$ cat config.mk
export PLATFORM = sky130hd
export DESIGN_NAME = tfpp_timer
export DESIGN_NICKNAME = d
export VERILOG_FILES = /design/src/tfpp_pkg.sv /design/src/tfpp_timer.sv
export SDC_FILE = /design/constraint.sdc
export NUM_CORES = 1
export LEC_CHECK = 0
export ABC_AREA = 1
export BUFFER_PORTS_ARGS = -buffer_cell sky130_fd_sc_hd__buf_2
export CELL_PAD_IN_SITES_DETAIL_PLACEMENT = 0
export CELL_PAD_IN_SITES_GLOBAL_PLACEMENT = 1
export CORE_MARGIN = 1
export CORE_UTILIZATION = 48
export DETAILED_ROUTE_END_ITERATION = 16
export PLACE_DENSITY = 0.95
export SYNTH_ARGS = -nofsm -noshare
export SYNTH_HDL_FRONTEND = slang
export SYNTH_SLANG_ARGS = --single-unit
$ cat constraint.sdc
create_clock -name clk -period 5.4 [get_ports clk]
set_input_delay 0.81 -clock clk [delete_from_list [all_inputs] [get_ports clk]]
set_output_delay 0.81 -clock clk [all_outputs]
set_load 0.01 [all_outputs]
$ cat src/tfpp_pkg.sv
// Constants and types for the 16-bit fast and phase correct PWM timer
`default_nettype none
package tfpp_pkg;
  localparam int ADDR_W    = 8;
  localparam int DATA_W    = 16;
  localparam int NUM_CH    = 2;
  localparam int NUM_FLAGS = 4;
  localparam int PRESC_W   = 10;

  localparam logic [ADDR_W-1:0] OFS_CTRL      = 8'h00;
  localparam logic [ADDR_W-1:0] OFS_COMPARE_A = 8'h04;
  localparam logic [ADDR_W-1:0] CH_STRIDE     = 8'h04;
  localparam logic [ADDR_W-1:0] OFS_CAPTURE   = 8'h0C;
  localparam logic [ADDR_W-1:0] OFS_COUNTER   = 8'h10;
  localparam logic [ADDR_W-1:0] OFS_FLAGS     = 8'h14;
  localparam logic [ADDR_W-1:0] OFS_IRQ_EN    = 8'h18;
  localparam logic [ADDR_W-1:0] OFS_DIR       = 8'h1C;

  localparam int CTRL_WMS_LSB = 0;
  localparam int CTRL_CS_LSB  = 4;
  localparam int CTRL_ACT_LSB = 8;
  localparam logic [DATA_W-1:0] CTRL_RESET = 16'h0000;

  localparam logic [3:0] WMS_PC8      = 4'h1;
  localparam logic [3:0] WMS_PC9      = 4'h2;
  localparam logic [3:0] WMS_PC10     = 4'h3;
  localparam logic [3:0] WMS_FP8      = 4'h5;
  localparam logic [3:0] WMS_FP9      = 4'h6;
  localparam logic [3:0] WMS_FP10     = 4'h7;
  localparam logic [3:0] WMS_PC_CAP   = 4'hA;
  localparam logic [3:0] WMS_PC_CMPA  = 4'hB;
  localparam logic [3:0] WMS_FP_CAP   = 4'hE;
  localparam logic [3:0] WMS_FP_CMPA  = 4'hF;

  localparam logic [DATA_W-1:0] TOP_8   = 16'h00FF;
  localparam logic [DATA_W-1:0] TOP_9   = 16'h01FF;
  localparam logic [DATA_W-1:0] TOP_10  = 16'h03FF;
  localparam logic [DATA_W-1:0] MAX_VAL = 16'hFFFF;
  localparam logic [DATA_W-1:0] BOTTOM  = 16'h0000;

  localparam logic [1:0] ACT_NONE   = 2'h0;
  localparam logic [1:0] ACT_TOGGLE = 2'h1;
  localparam logic [1:0] ACT_NONINV = 2'h2;
  localparam logic [1:0] ACT_INV    = 2'h3;

  localparam logic [2:0] CS_STOP    = 3'h0;
  localparam logic [2:0] CS_DIV1    = 3'h1;
  localparam logic [2:0] CS_DIV8    = 3'h2;
  localparam logic [2:0] CS_DIV64   = 3'h3;
  localparam logic [2:0] CS_DIV256  = 3'h4;
  localparam logic [2:0] CS_DIV1024 = 3'h5;
  localparam logic [PRESC_W-1:0] MASK_DIV8    = 10'h007;
  localparam logic [PRESC_W-1:0] MASK_DIV64   = 10'h03F;
  localparam logic [PRESC_W-1:0] MASK_DIV256  = 10'h0FF;
  localparam logic [PRESC_W-1:0] MASK_DIV1024 = 10'h3FF;

  localparam int FLAG_OVF  = 0;
  localparam int FLAG_CMPA = 1;
  localparam int FLAG_CMPB = 2;
  localparam int FLAG_CAP  = 3;

  typedef enum logic {
    TFPP_UP   = 1'b0,
    TFPP_DOWN = 1'b1
  } tfpp_dir_t;
endpackage
`default_nettype wire

$ cat src/tfpp_timer.sv
// Fast and phase correct PWM timer with register port and pin outputs
`default_nettype none
module tfpp_timer
  import tfpp_pkg::*;
(
  input  wire logic                 clk,
  input  wire logic                 rst_n,
  input  wire logic [ADDR_W-1:0]    addr,
  input  wire logic [DATA_W-1:0]    wdata,
  input  wire logic                 wr_en,
  input  wire logic                 rd_en,
  output logic      [DATA_W-1:0]    rdata,
  output logic      [NUM_CH-1:0]    pin_out,
  output logic      [NUM_CH-1:0]    pin_oe,
  output logic      [NUM_FLAGS-1:0] irq_req,
  input  wire logic [NUM_FLAGS-1:0] irq_ack
);

  logic [DATA_W-1:0]    ctrl;
  logic [DATA_W-1:0]    capture_value;
  logic [DATA_W-1:0]    counter_value;
  logic [NUM_FLAGS-1:0] flags;
  logic [NUM_FLAGS-1:0] irq_en;
  logic [NUM_CH-1:0]    pin_direction_bit;
  logic [PRESC_W-1:0]   presc;
  tfpp_dir_t            dir;
  tfpp_dir_t            next_dir;

  logic [DATA_W-1:0]    compare_value [NUM_CH];
  logic [DATA_W-1:0]    cmp_buf [NUM_CH];
  logic [NUM_CH-1:0]    match;
  logic [NUM_CH-1:0]    compare_output;

  logic [3:0]           waveform_mode_select;
  logic [2:0]           clk_sel;
  logic                 is_fast;
  logic                 is_phase;
  logic                 fixed_top;
  logic                 top_is_cap;
  logic                 top_is_cmpa;
  logic [DATA_W-1:0]    top;
  logic [DATA_W-1:0]    wr_mask;
  logic                 tick;
  logic                 at_top;
  logic                 at_bot;
  logic                 going_up;
  logic                 load_evt;
  logic                 ovf_evt;
  logic [NUM_FLAGS-1:0] flag_set;
  logic [NUM_FLAGS-1:0] flag_clr;

  assign waveform_mode_select = ctrl[CTRL_WMS_LSB +: 4];
  assign clk_sel              = ctrl[CTRL_CS_LSB +: 3];

  // Mode decode and top selection
  // Unused mode codes count up freely to 0xFFFF
  always_comb begin
    is_fast     = 1'b0;
    is_phase    = 1'b0;
    fixed_top   = 1'b0;
    top_is_cap  = 1'b0;
    top_is_cmpa = 1'b0;
    top         = MAX_VAL;
    case (waveform_mode_select)
      WMS_PC8, WMS_FP8: begin
        top       = TOP_8;
        fixed_top = 1'b1;
      end
      WMS_PC9, WMS_FP9: begin
        top       = TOP_9;
        fixed_top = 1'b1;
      end
      WMS_PC10, WMS_FP10: begin
        top       = TOP_10;
        fixed_top = 1'b1;
      end
      WMS_PC_CAP, WMS_FP_CAP: begin
        top        = capture_value;
        top_is_cap = 1'b1;
      end
      WMS_PC_CMPA, WMS_FP_CMPA: begin
        top         = compare_value[0];
        top_is_cmpa = 1'b1;
      end
      default: top = MAX_VAL;
    endcase
    case (waveform_mode_select)
      WMS_FP8, WMS_FP9, WMS_FP10, WMS_FP_CAP, WMS_FP_CMPA: is_fast = 1'b1;
      WMS_PC8, WMS_PC9, WMS_PC10, WMS_PC_CAP, WMS_PC_CMPA: is_phase = 1'b1;
      default: is_fast = 1'b0;
    endcase
  end

  assign wr_mask = fixed_top ? top : MAX_VAL;

  // Timer tick from the prescaler
  // Free-running, so a new rate may give a short first tick
  always_ff @(posedge clk) begin
    if (!rst_n) begin
      presc <= '0;
    end else begin
      presc <= presc + 10'h001;
    end
  end

  always_comb begin
    case (clk_sel)
      CS_DIV1:    tick = 1'b1;
      CS_DIV8:    tick = (presc & MASK_DIV8) == MASK_DIV8;
      CS_DIV64:   tick = (presc & MASK_DIV64) == MASK_DIV64;
      CS_DIV256:  tick = (presc & MASK_DIV256) == MASK_DIV256;
      CS_DIV1024: tick = presc == MASK_DIV1024;
      default:    tick = 1'b0;
    endcase
  end

  // A top below the count is missed until the counter wraps
  assign at_top = counter_value == top;
  assign at_bot = counter_value == BOTTOM;

  // Slope seen by a match; bottom counts as rising, top as falling
  assign going_up = at_bot ? 1'b1 : (at_top ? 1'b0 : (dir == TFPP_UP));

  // Top and bottom each hold for one tick before the turn
  always_comb begin
    next_dir = dir;
    if (at_top) begin
      next_dir = TFPP_DOWN;
    end else if (at_bot) begin
      next_dir = TFPP_UP;
    end
  end

  // Top event: fast mode every top, phase mode top on the rising slope
  assign load_evt = tick & at_top & (is_fast | (is_phase & (dir == TFPP_UP)));

  // Overflow at top in fast mode, at bottom while falling in phase
  always_comb begin
    if (is_fast) begin
      ovf_evt = load_evt;
    end else if (is_phase) begin
      ovf_evt = tick & at_bot & (dir == TFPP_DOWN);
    end else begin
      ovf_evt = tick & (counter_value == MAX_VAL);
    end
  end

  // Counter
  // A software write to the count overrides that cycle's tick
  always_ff @(posedge clk) begin
    if (!rst_n) begin
      counter_value <= BOTTOM;
      dir           <= TFPP_UP;
    end else if (wr_en && addr == OFS_COUNTER) begin
      counter_value <= wdata;
    end else if (tick) begin
      if (is_fast) begin
        // Clears after top; a missed top wraps through 0xFFFF
        counter_value <= at_top ? BOTTOM : counter_value + 16'h0001;
        dir           <= TFPP_UP;
      end else if (is_phase) begin
        dir <= next_dir;
        if (next_dir == TFPP_UP) begin
          counter_value <= counter_value + 16'h0001;
        end else begin
          counter_value <= counter_value - 16'h0001;
        end
      end else begin
        counter_value <= counter_value + 16'h0001;
        dir           <= TFPP_UP;
      end
    end
  end

  // Compare channels
  for (genvar i = 0; i < NUM_CH; i++) begin : g_ch
    localparam logic [ADDR_W-1:0] CMP_OFS =
      ADDR_W'(OFS_COMPARE_A + CH_STRIDE * i);
    logic [1:0] live_act;
    logic [1:0] eff_act;
    logic [1:0] sel_act;

    assign sel_act = ctrl[CTRL_ACT_LSB + 2*i +: 2];
    assign match[i] = tick & (counter_value == compare_value[i]);
    // Top events use the live copy until the next match
    assign eff_act  = match[i] ? sel_act : live_act;

    always_ff @(posedge clk) begin
      if (!rst_n) begin
        cmp_buf[i] <= BOTTOM;
      end else if (wr_en && addr == CMP_OFS) begin
        cmp_buf[i] <= wdata & wr_mask;
      end
    end

    // Non-PWM modes follow the buffer; PWM modes load at top
    always_ff @(posedge clk) begin
      if (!rst_n) begin
        compare_value[i] <= BOTTOM;
      end else if (!(is_fast | is_phase) || load_evt) begin
        compare_value[i] <= cmp_buf[i];
      end
    end

    always_ff @(posedge clk) begin
      if (!rst_n) begin
        live_act <= ACT_NONE;
      end else if (match[i]) begin
        live_act <= sel_act;
      end
    end

    always_ff @(posedge clk) begin
      if (!rst_n) begin
        compare_output[i] <= 1'b0;
      end else if (is_fast) begin
        if (match[i] && eff_act == ACT_TOGGLE && i == 0) begin
          compare_output[i] <= ~compare_output[i];
        end else if (load_evt && eff_act[1]) begin
          // Top wins over a match at top: compare equal to top is constant
          compare_output[i] <= (eff_act == ACT_NONINV);
        end else if (match[i] && eff_act[1]) begin
          compare_output[i] <= (eff_act == ACT_INV);
        end
      end else if (is_phase) begin
        if (match[i] && eff_act[1]) begin
          if (going_up) begin
            compare_output[i] <= (eff_act == ACT_INV);
          end else begin
            compare_output[i] <= (eff_act == ACT_NONINV);
          end
        end
      end
    end

    // Level forced low while the pin is an input
    always_ff @(posedge clk) begin
      if (!rst_n) begin
        pin_out[i] <= 1'b0;
        pin_oe[i]  <= 1'b0;
      end else begin
        pin_out[i] <= compare_output[i] & pin_direction_bit[i];
        pin_oe[i]  <= pin_direction_bit[i];
      end
    end
  end

  // Flags: a set in the same cycle as a clear wins
  // Clear by service strobe or by writing ones
  always_comb begin
    flag_set            = '0;
    flag_set[FLAG_OVF]  = ovf_evt;
    flag_set[FLAG_CMPA] = match[0] | (load_evt & top_is_cmpa);
    flag_set[FLAG_CMPB] = match[1];
    flag_set[FLAG_CAP]  = load_evt & top_is_cap;
    flag_clr            = irq_ack;
    if (wr_en && addr == OFS_FLAGS) begin
      flag_clr = flag_clr | wdata[NUM_FLAGS-1:0];
    end
  end

  always_ff @(posedge clk) begin
    if (!rst_n) begin
      flags <= '0;
    end else begin
      flags <= (flags & ~flag_clr) | flag_set;
    end
  end

  // Request drops in the cycle its flag is cleared
  always_ff @(posedge clk) begin
    if (!rst_n) begin
      irq_req <= '0;
    end else begin
      irq_req <= flags & irq_en & ~flag_clr;
    end
  end

  // Software registers
  // Writes to unmapped offsets are ignored
  always_ff @(posedge clk) begin
    if (!rst_n) begin
      ctrl              <= CTRL_RESET;
      capture_value     <= BOTTOM;
      irq_en            <= '0;
      pin_direction_bit <= '0;
    end else if (wr_en) begin
      case (addr)
        OFS_CTRL:    ctrl <= wdata;
        OFS_CAPTURE: capture_value <= wdata;
        OFS_IRQ_EN:  irq_en <= wdata[NUM_FLAGS-1:0];
        OFS_DIR:     pin_direction_bit <= wdata[NUM_CH-1:0];
        default:     ctrl <= ctrl;
      endcase
    end
  end

  // Read data one cycle after the read strobe, else zero
  always_ff @(posedge clk) begin
    if (!rst_n) begin
      rdata <= '0;
    end else if (rd_en) begin
      case (addr)
        OFS_CTRL:                  rdata <= ctrl;
        OFS_COMPARE_A:             rdata <= cmp_buf[0];
        OFS_COMPARE_A + CH_STRIDE: rdata <= cmp_buf[1];
        OFS_CAPTURE:               rdata <= capture_value;
        OFS_COUNTER:               rdata <= counter_value;
        OFS_FLAGS:                 rdata <= DATA_W'(flags);
        OFS_IRQ_EN:                rdata <= DATA_W'(irq_en);
        OFS_DIR:                   rdata <= DATA_W'(pin_direction_bit);
        default:                   rdata <= '0;
      endcase
    end else begin
      rdata <= '0;
    end
  end

endmodule
`default_nettype wire

---- Word level (Yosys, flattened, before mapping) ----
Memory sizes are Yosys's and may differ from the RTL's.
Cells that the tools add are included.
operators by class
  eq/ne operators ......................... 35
  bitwise operators ....................... 29
  add/sub/neg operators ................... 3
  div/mod/pow operators ................... 0
  $lt $le $gt $ge ......................... 0
  $mul .................................... 0
  reduce and logical (&&, ||, !) cells .... 35
  multiplexer cells ....................... 53
  shift-type cells ........................ 0
operator list
  operator               number
  $mux 16                11
  $pmux 16 s8            1
  $pmux 16 s5            1
  $eq 16x16->1           3
  $mux 1                 36
  $eq 8x5->1 const B     4
  $add 16x1->16 const B  1
  $and 16x16->16         1
  $eq 16x16->1 const B   1
  $eq 4x4->1 const B     4
  $eq 8x4->1 const B     2
  $logic_not 16->1       1
  $sub 16x1->16 const B  1
  $and 1x1->1            12
  $and 4x4->4            3
  $eq 4x3->1 const B     3
  $reduce_and 2->1       6
  $add 10x1->10 const B  1
  $eq 10x10->1 const B   1
  $reduce_bool 2->1      5
  $reduce_or 2->1        5
  $reduce_or 5->1        2
  $eq 3x3->1 const B     3
  $logic_and 1x1->1      9
  other kinds (22)       38
word-level totals
  output and inout port bits .............. 24
  bits in writable memories ............... 64
  memories kept ........................... 2
  bits in read-only memories .............. 0
  bits in latches ......................... 0
  register bits ........................... 99
memories
  name           words  width  read ports  clocked after memory_dff  write ports  RTL line          source
  cmp_buf        2      16     2           0                         2            tfpp_timer.sv:30  logic [DATA_W-1:0] cmp_buf [NUM_CH];
  compare_value  2      16     2           0                         2            tfpp_timer.sv:29  logic [DATA_W-1:0] compare_value [NUM_CH];

---- Depth between registers and ports, before layout ----
  depth after elaboration ................. 11
  mapped depth ............................ 19
  mapped depth without buffers ............ 17

---- Least setup slack after synthesis ----
OpenSTA, ideal clock, no wires.
  kind .................................... input to register
  start point ............................. input addr[7]
  end point ............................... memory cmp_buf[1][0], enable pin
  path buffers ............................ 1
  data required time ...................... 4.989 ns
  library setup time ...................... 0.411 ns
  setup slack ............................. 2.214 ns
  arrival time ............................ 2.775 ns
  stages on the path ...................... 8
  cell sequence ........................... nor2_1 > inv_1 > nor2_1 > inv_1 > nor2_1 > nand2_1 > clkbuf_1 > o21ai_0
RTL lines
  element          RTL line          source
  start, declared  tfpp_timer.sv:8   input wire logic [ADDR_W-1:0] addr,
  end, declared    tfpp_timer.sv:30

==> summary.txt <==
Clk_lat worst skew = 440 ps
Hold_buf cts = 0
CTS tree = built
IO buf count = 55
Pre-CTS setup slack = 1994 ps
Setup crit end kind = register
Final Cycle Share = 65.12%
Number of global-route vias before repair = 7589
Clk sinks = 163
Post-synthesis sequential area ratio = 44.11%
Overflow after GRT = 0
Row count = 49
Drt first pass iters = 6
Initial antenna violation count = 0
Critical-path cell list = inv_2 -> nand2_1 -> nand2_1 -> nand3_1 -> o21ai_1 -> nand2_1 -> nor2_1 -> nand3_1 -> nor2_1 -> nand2_1 -> nand3_1 -> buf_4
Die Area = 0.01898 mm2
Routed WL = 28520 um
Kind of critical path = register to register
Nets = 1273
Setup-failing EPs final = 0
Total Power = 0.002619 W
Finished Core Util = 54.46%
Antenna cell count = 0
Clk pin slew, worst setup/hold paths = 70 ps
Gr usage total = 31.10%
Die height = 137.8 um
# Max-Cap Violations = 0
Area of the multi-input gates = 0.004071 mm2
GPL Wtd Cong = 0.9221
Arr. time, crit path = 3600 ps
Worst setup margin = 1883 ps
Seq. cell area = 0.003904 mm2
Number of synthesized flops with an enable pin = 64
Max-slew violation count = 0
Status = finished, final reports clean
Final hold viol count = 0
Setup crit start kind = register
Critical Path Max Stage Delay = 590 ps
Largest net degree at the start of global routing = 57
Drc violations = 0
Setup Skew = 8.893 ps
Clock root cell = clkbuf_16
Initial DRC count = 1059
Placed cell count = 1447
Synth Warn # = 0
Layout area overhead = 10.91%
PostCTS Resize Cnt = 0
Die Width = 137.8 um
Antenna viol nets, final = 0
Core box area = 0.01802 mm2
Leading post-synthesis cells by cell area = dfxtp_1, edfxtp_1, nand2_1, inv_1, nor2_1
VDD IR max = 0.2199 mV
HPWL Detailed = 21090 um
Main synth FF type = dfxtp_1
Worst slew pin tran = 875.6 ps
H-tree Lvls = 4
CP Data Required Time = 5480 ps
Number of vias per cell = 5.799
Leakage = 4.170 nW
Initial Util = 49.10%
Slowest cell on crit path = nand2_1
Final Non-Filler Cells = 1479
Layout cells sized above 1 = 9.600%
First-pass GRT wire length = 42950 um
Slew margin rel. = 41.45%
Pwr/cell area = 266.8 mW/mm2
Longest Clk Path Bufs = 2
Minimum clock period after layout = 3517 ps
Synth top area share = 22.40%
Max Fanout on Critical Path = 32
Cells after synthesis = 1207
Top cell by count, worst path = nand2_1
Final-layout fill cell count = 1726
Syn_nets = 1243
Synthesized area per cell = 7.332 um2
Post-CTS Setup Repair Bufs = 0
Netlist Area Pre-Place = 0.008850 mm2
Netlist cell types = 39
Flops & latches, synth = 163
Sum of negative setup slack = 0 ps
CTS buffer count = 17
Via Count = 8576
Worst hold path type = register to register
Delay-heaviest family, CP = simple AND/OR/NAND/NOR gates
Area leader, netlist = dfxtp_1
Boundary Pins = 56
RSZ-0062 raised after global routing = no
WL per Instance = 19.28 um
Synth cell count leaders = nand2_1, inv_1, nor2_1, dfxtp_1, a21oi_1
Asr flop ratio synth = 0%
Fmax = 284.4 MHz
CP bufs+invs = 2
Most frequent cell after synthesis = nand2_1
-- kinds of logic (layout without fill, tap and decap cells) --
kind of cell | after synthesis | after routing | synth area share [%]
buffers and inverters | 221 | 264 | 9.982
adder cells (fa/ha/maj) | 4 | 4 | 0.5656
AND/OR/NAND/NOR | 569 | 569 | 27.97
flip-flops | 163 | 163 | 44.11
XOR/XNOR | 43 | 43 | 4.256
AO/OA/AOI/OAI | 207 | 207 | 13.12
-- final cells by class --
type / count / share of cell area (%)
well taps: 229 / 2.919
flip-flops and latches: 163 / 39.77
clock buffers: 21 / 4.920
multi-input cells: 823 / 41.48
repair buffers: 66 / 3.646
clock inverters: 11 / 0.9178
inverters: 166 / 6.348
-- placed cells by master (no fill, tap or decap), types with 4 or more instances in the layout --
| cell type | count |
|---|---|
| buf_4 | 11 |
| xnor2_1 | 18 |
| nor2_2 | 4 |
| a21oi_1 | 90 |
| or2_2 | 5 |
| a31oi_1 | 8 |
| edfxtp_1 | 64 |
| o22ai_1 | 31 |
| inv_1 | 158 |
| nand3b_1 | 4 |
| a221oi_1 | 14 |
| nor2_1 | 140 |
| clkinv_1 | 5 |
| nand2_1 | 254 |
| nand3_1 | 85 |
| buf_2 | 55 |
| nand4_1 | 34 |
| xor2_1 | 25 |
| dfxtp_1 | 99 |
| nor3_1 | 30 |
| clkbuf_16 | 19 |
| o21ai_0 | 55 |
| ha_1 | 4 |
-- through the flow --
step,hold WS (ps),instance area [um2]
after CTS,451.7,9816
after detailed placement,435.8,9243
after floorplan,408.9,8850
final,447.5,9816
after global placement,431.1,9243
after global routing,466.4,9816
-- final timing paths --
check,from,end,slack (ps),depth (start not counted)
worst min register to register,presc[0]$_SDFF_PN0_,presc[0]$_SDFF_PN0_,450,1
worst min-delay path,presc[0]$_SDFF_PN0_,presc[0]$_SDFF_PN0_,450,1
worst max register to register,ctrl[3]$_SDFFE_PN0P_,compare_value[0][3]$_SDFFCE_PN0P_,1880,12
worst max-delay path,ctrl[3]$_SDFFE_PN0P_,compare_value[0][3]$_SDFFCE_PN0P_,1880,12
-- layer usage --
layer  track usage [%]  wire [um]
met1             42.58      11930
met4             11.78        852
met3             6.107       2762
met2             48.38      12970
met5                 0          0
-- registers in the layout, indices dropped and copies added, names as in the netlist --
register / flops
counter_value: 16
dir: 1
g_ch.live_act: 4
cmp_buf: 32
compare_output: 2
pin_oe: 2
pin_direction_bit: 2
irq_req: 4
compare_value: 32
ctrl: 16
flags: 4
pin_out: 2
capture_value: 16
presc: 10
irq_en: 4
rdata: 16
-- where the power goes --
group          total, W  leakage, nW  internal, W  switching, W
sequential      0.00132         1.48      0.00130     0.0000158
clock           0.00119        0.283     0.000654      0.000533
combinational  0.000113         2.41    0.0000339     0.0000793
total           0.00262         4.17      0.00199      0.000628
Power figures use the tool's default switching activity.
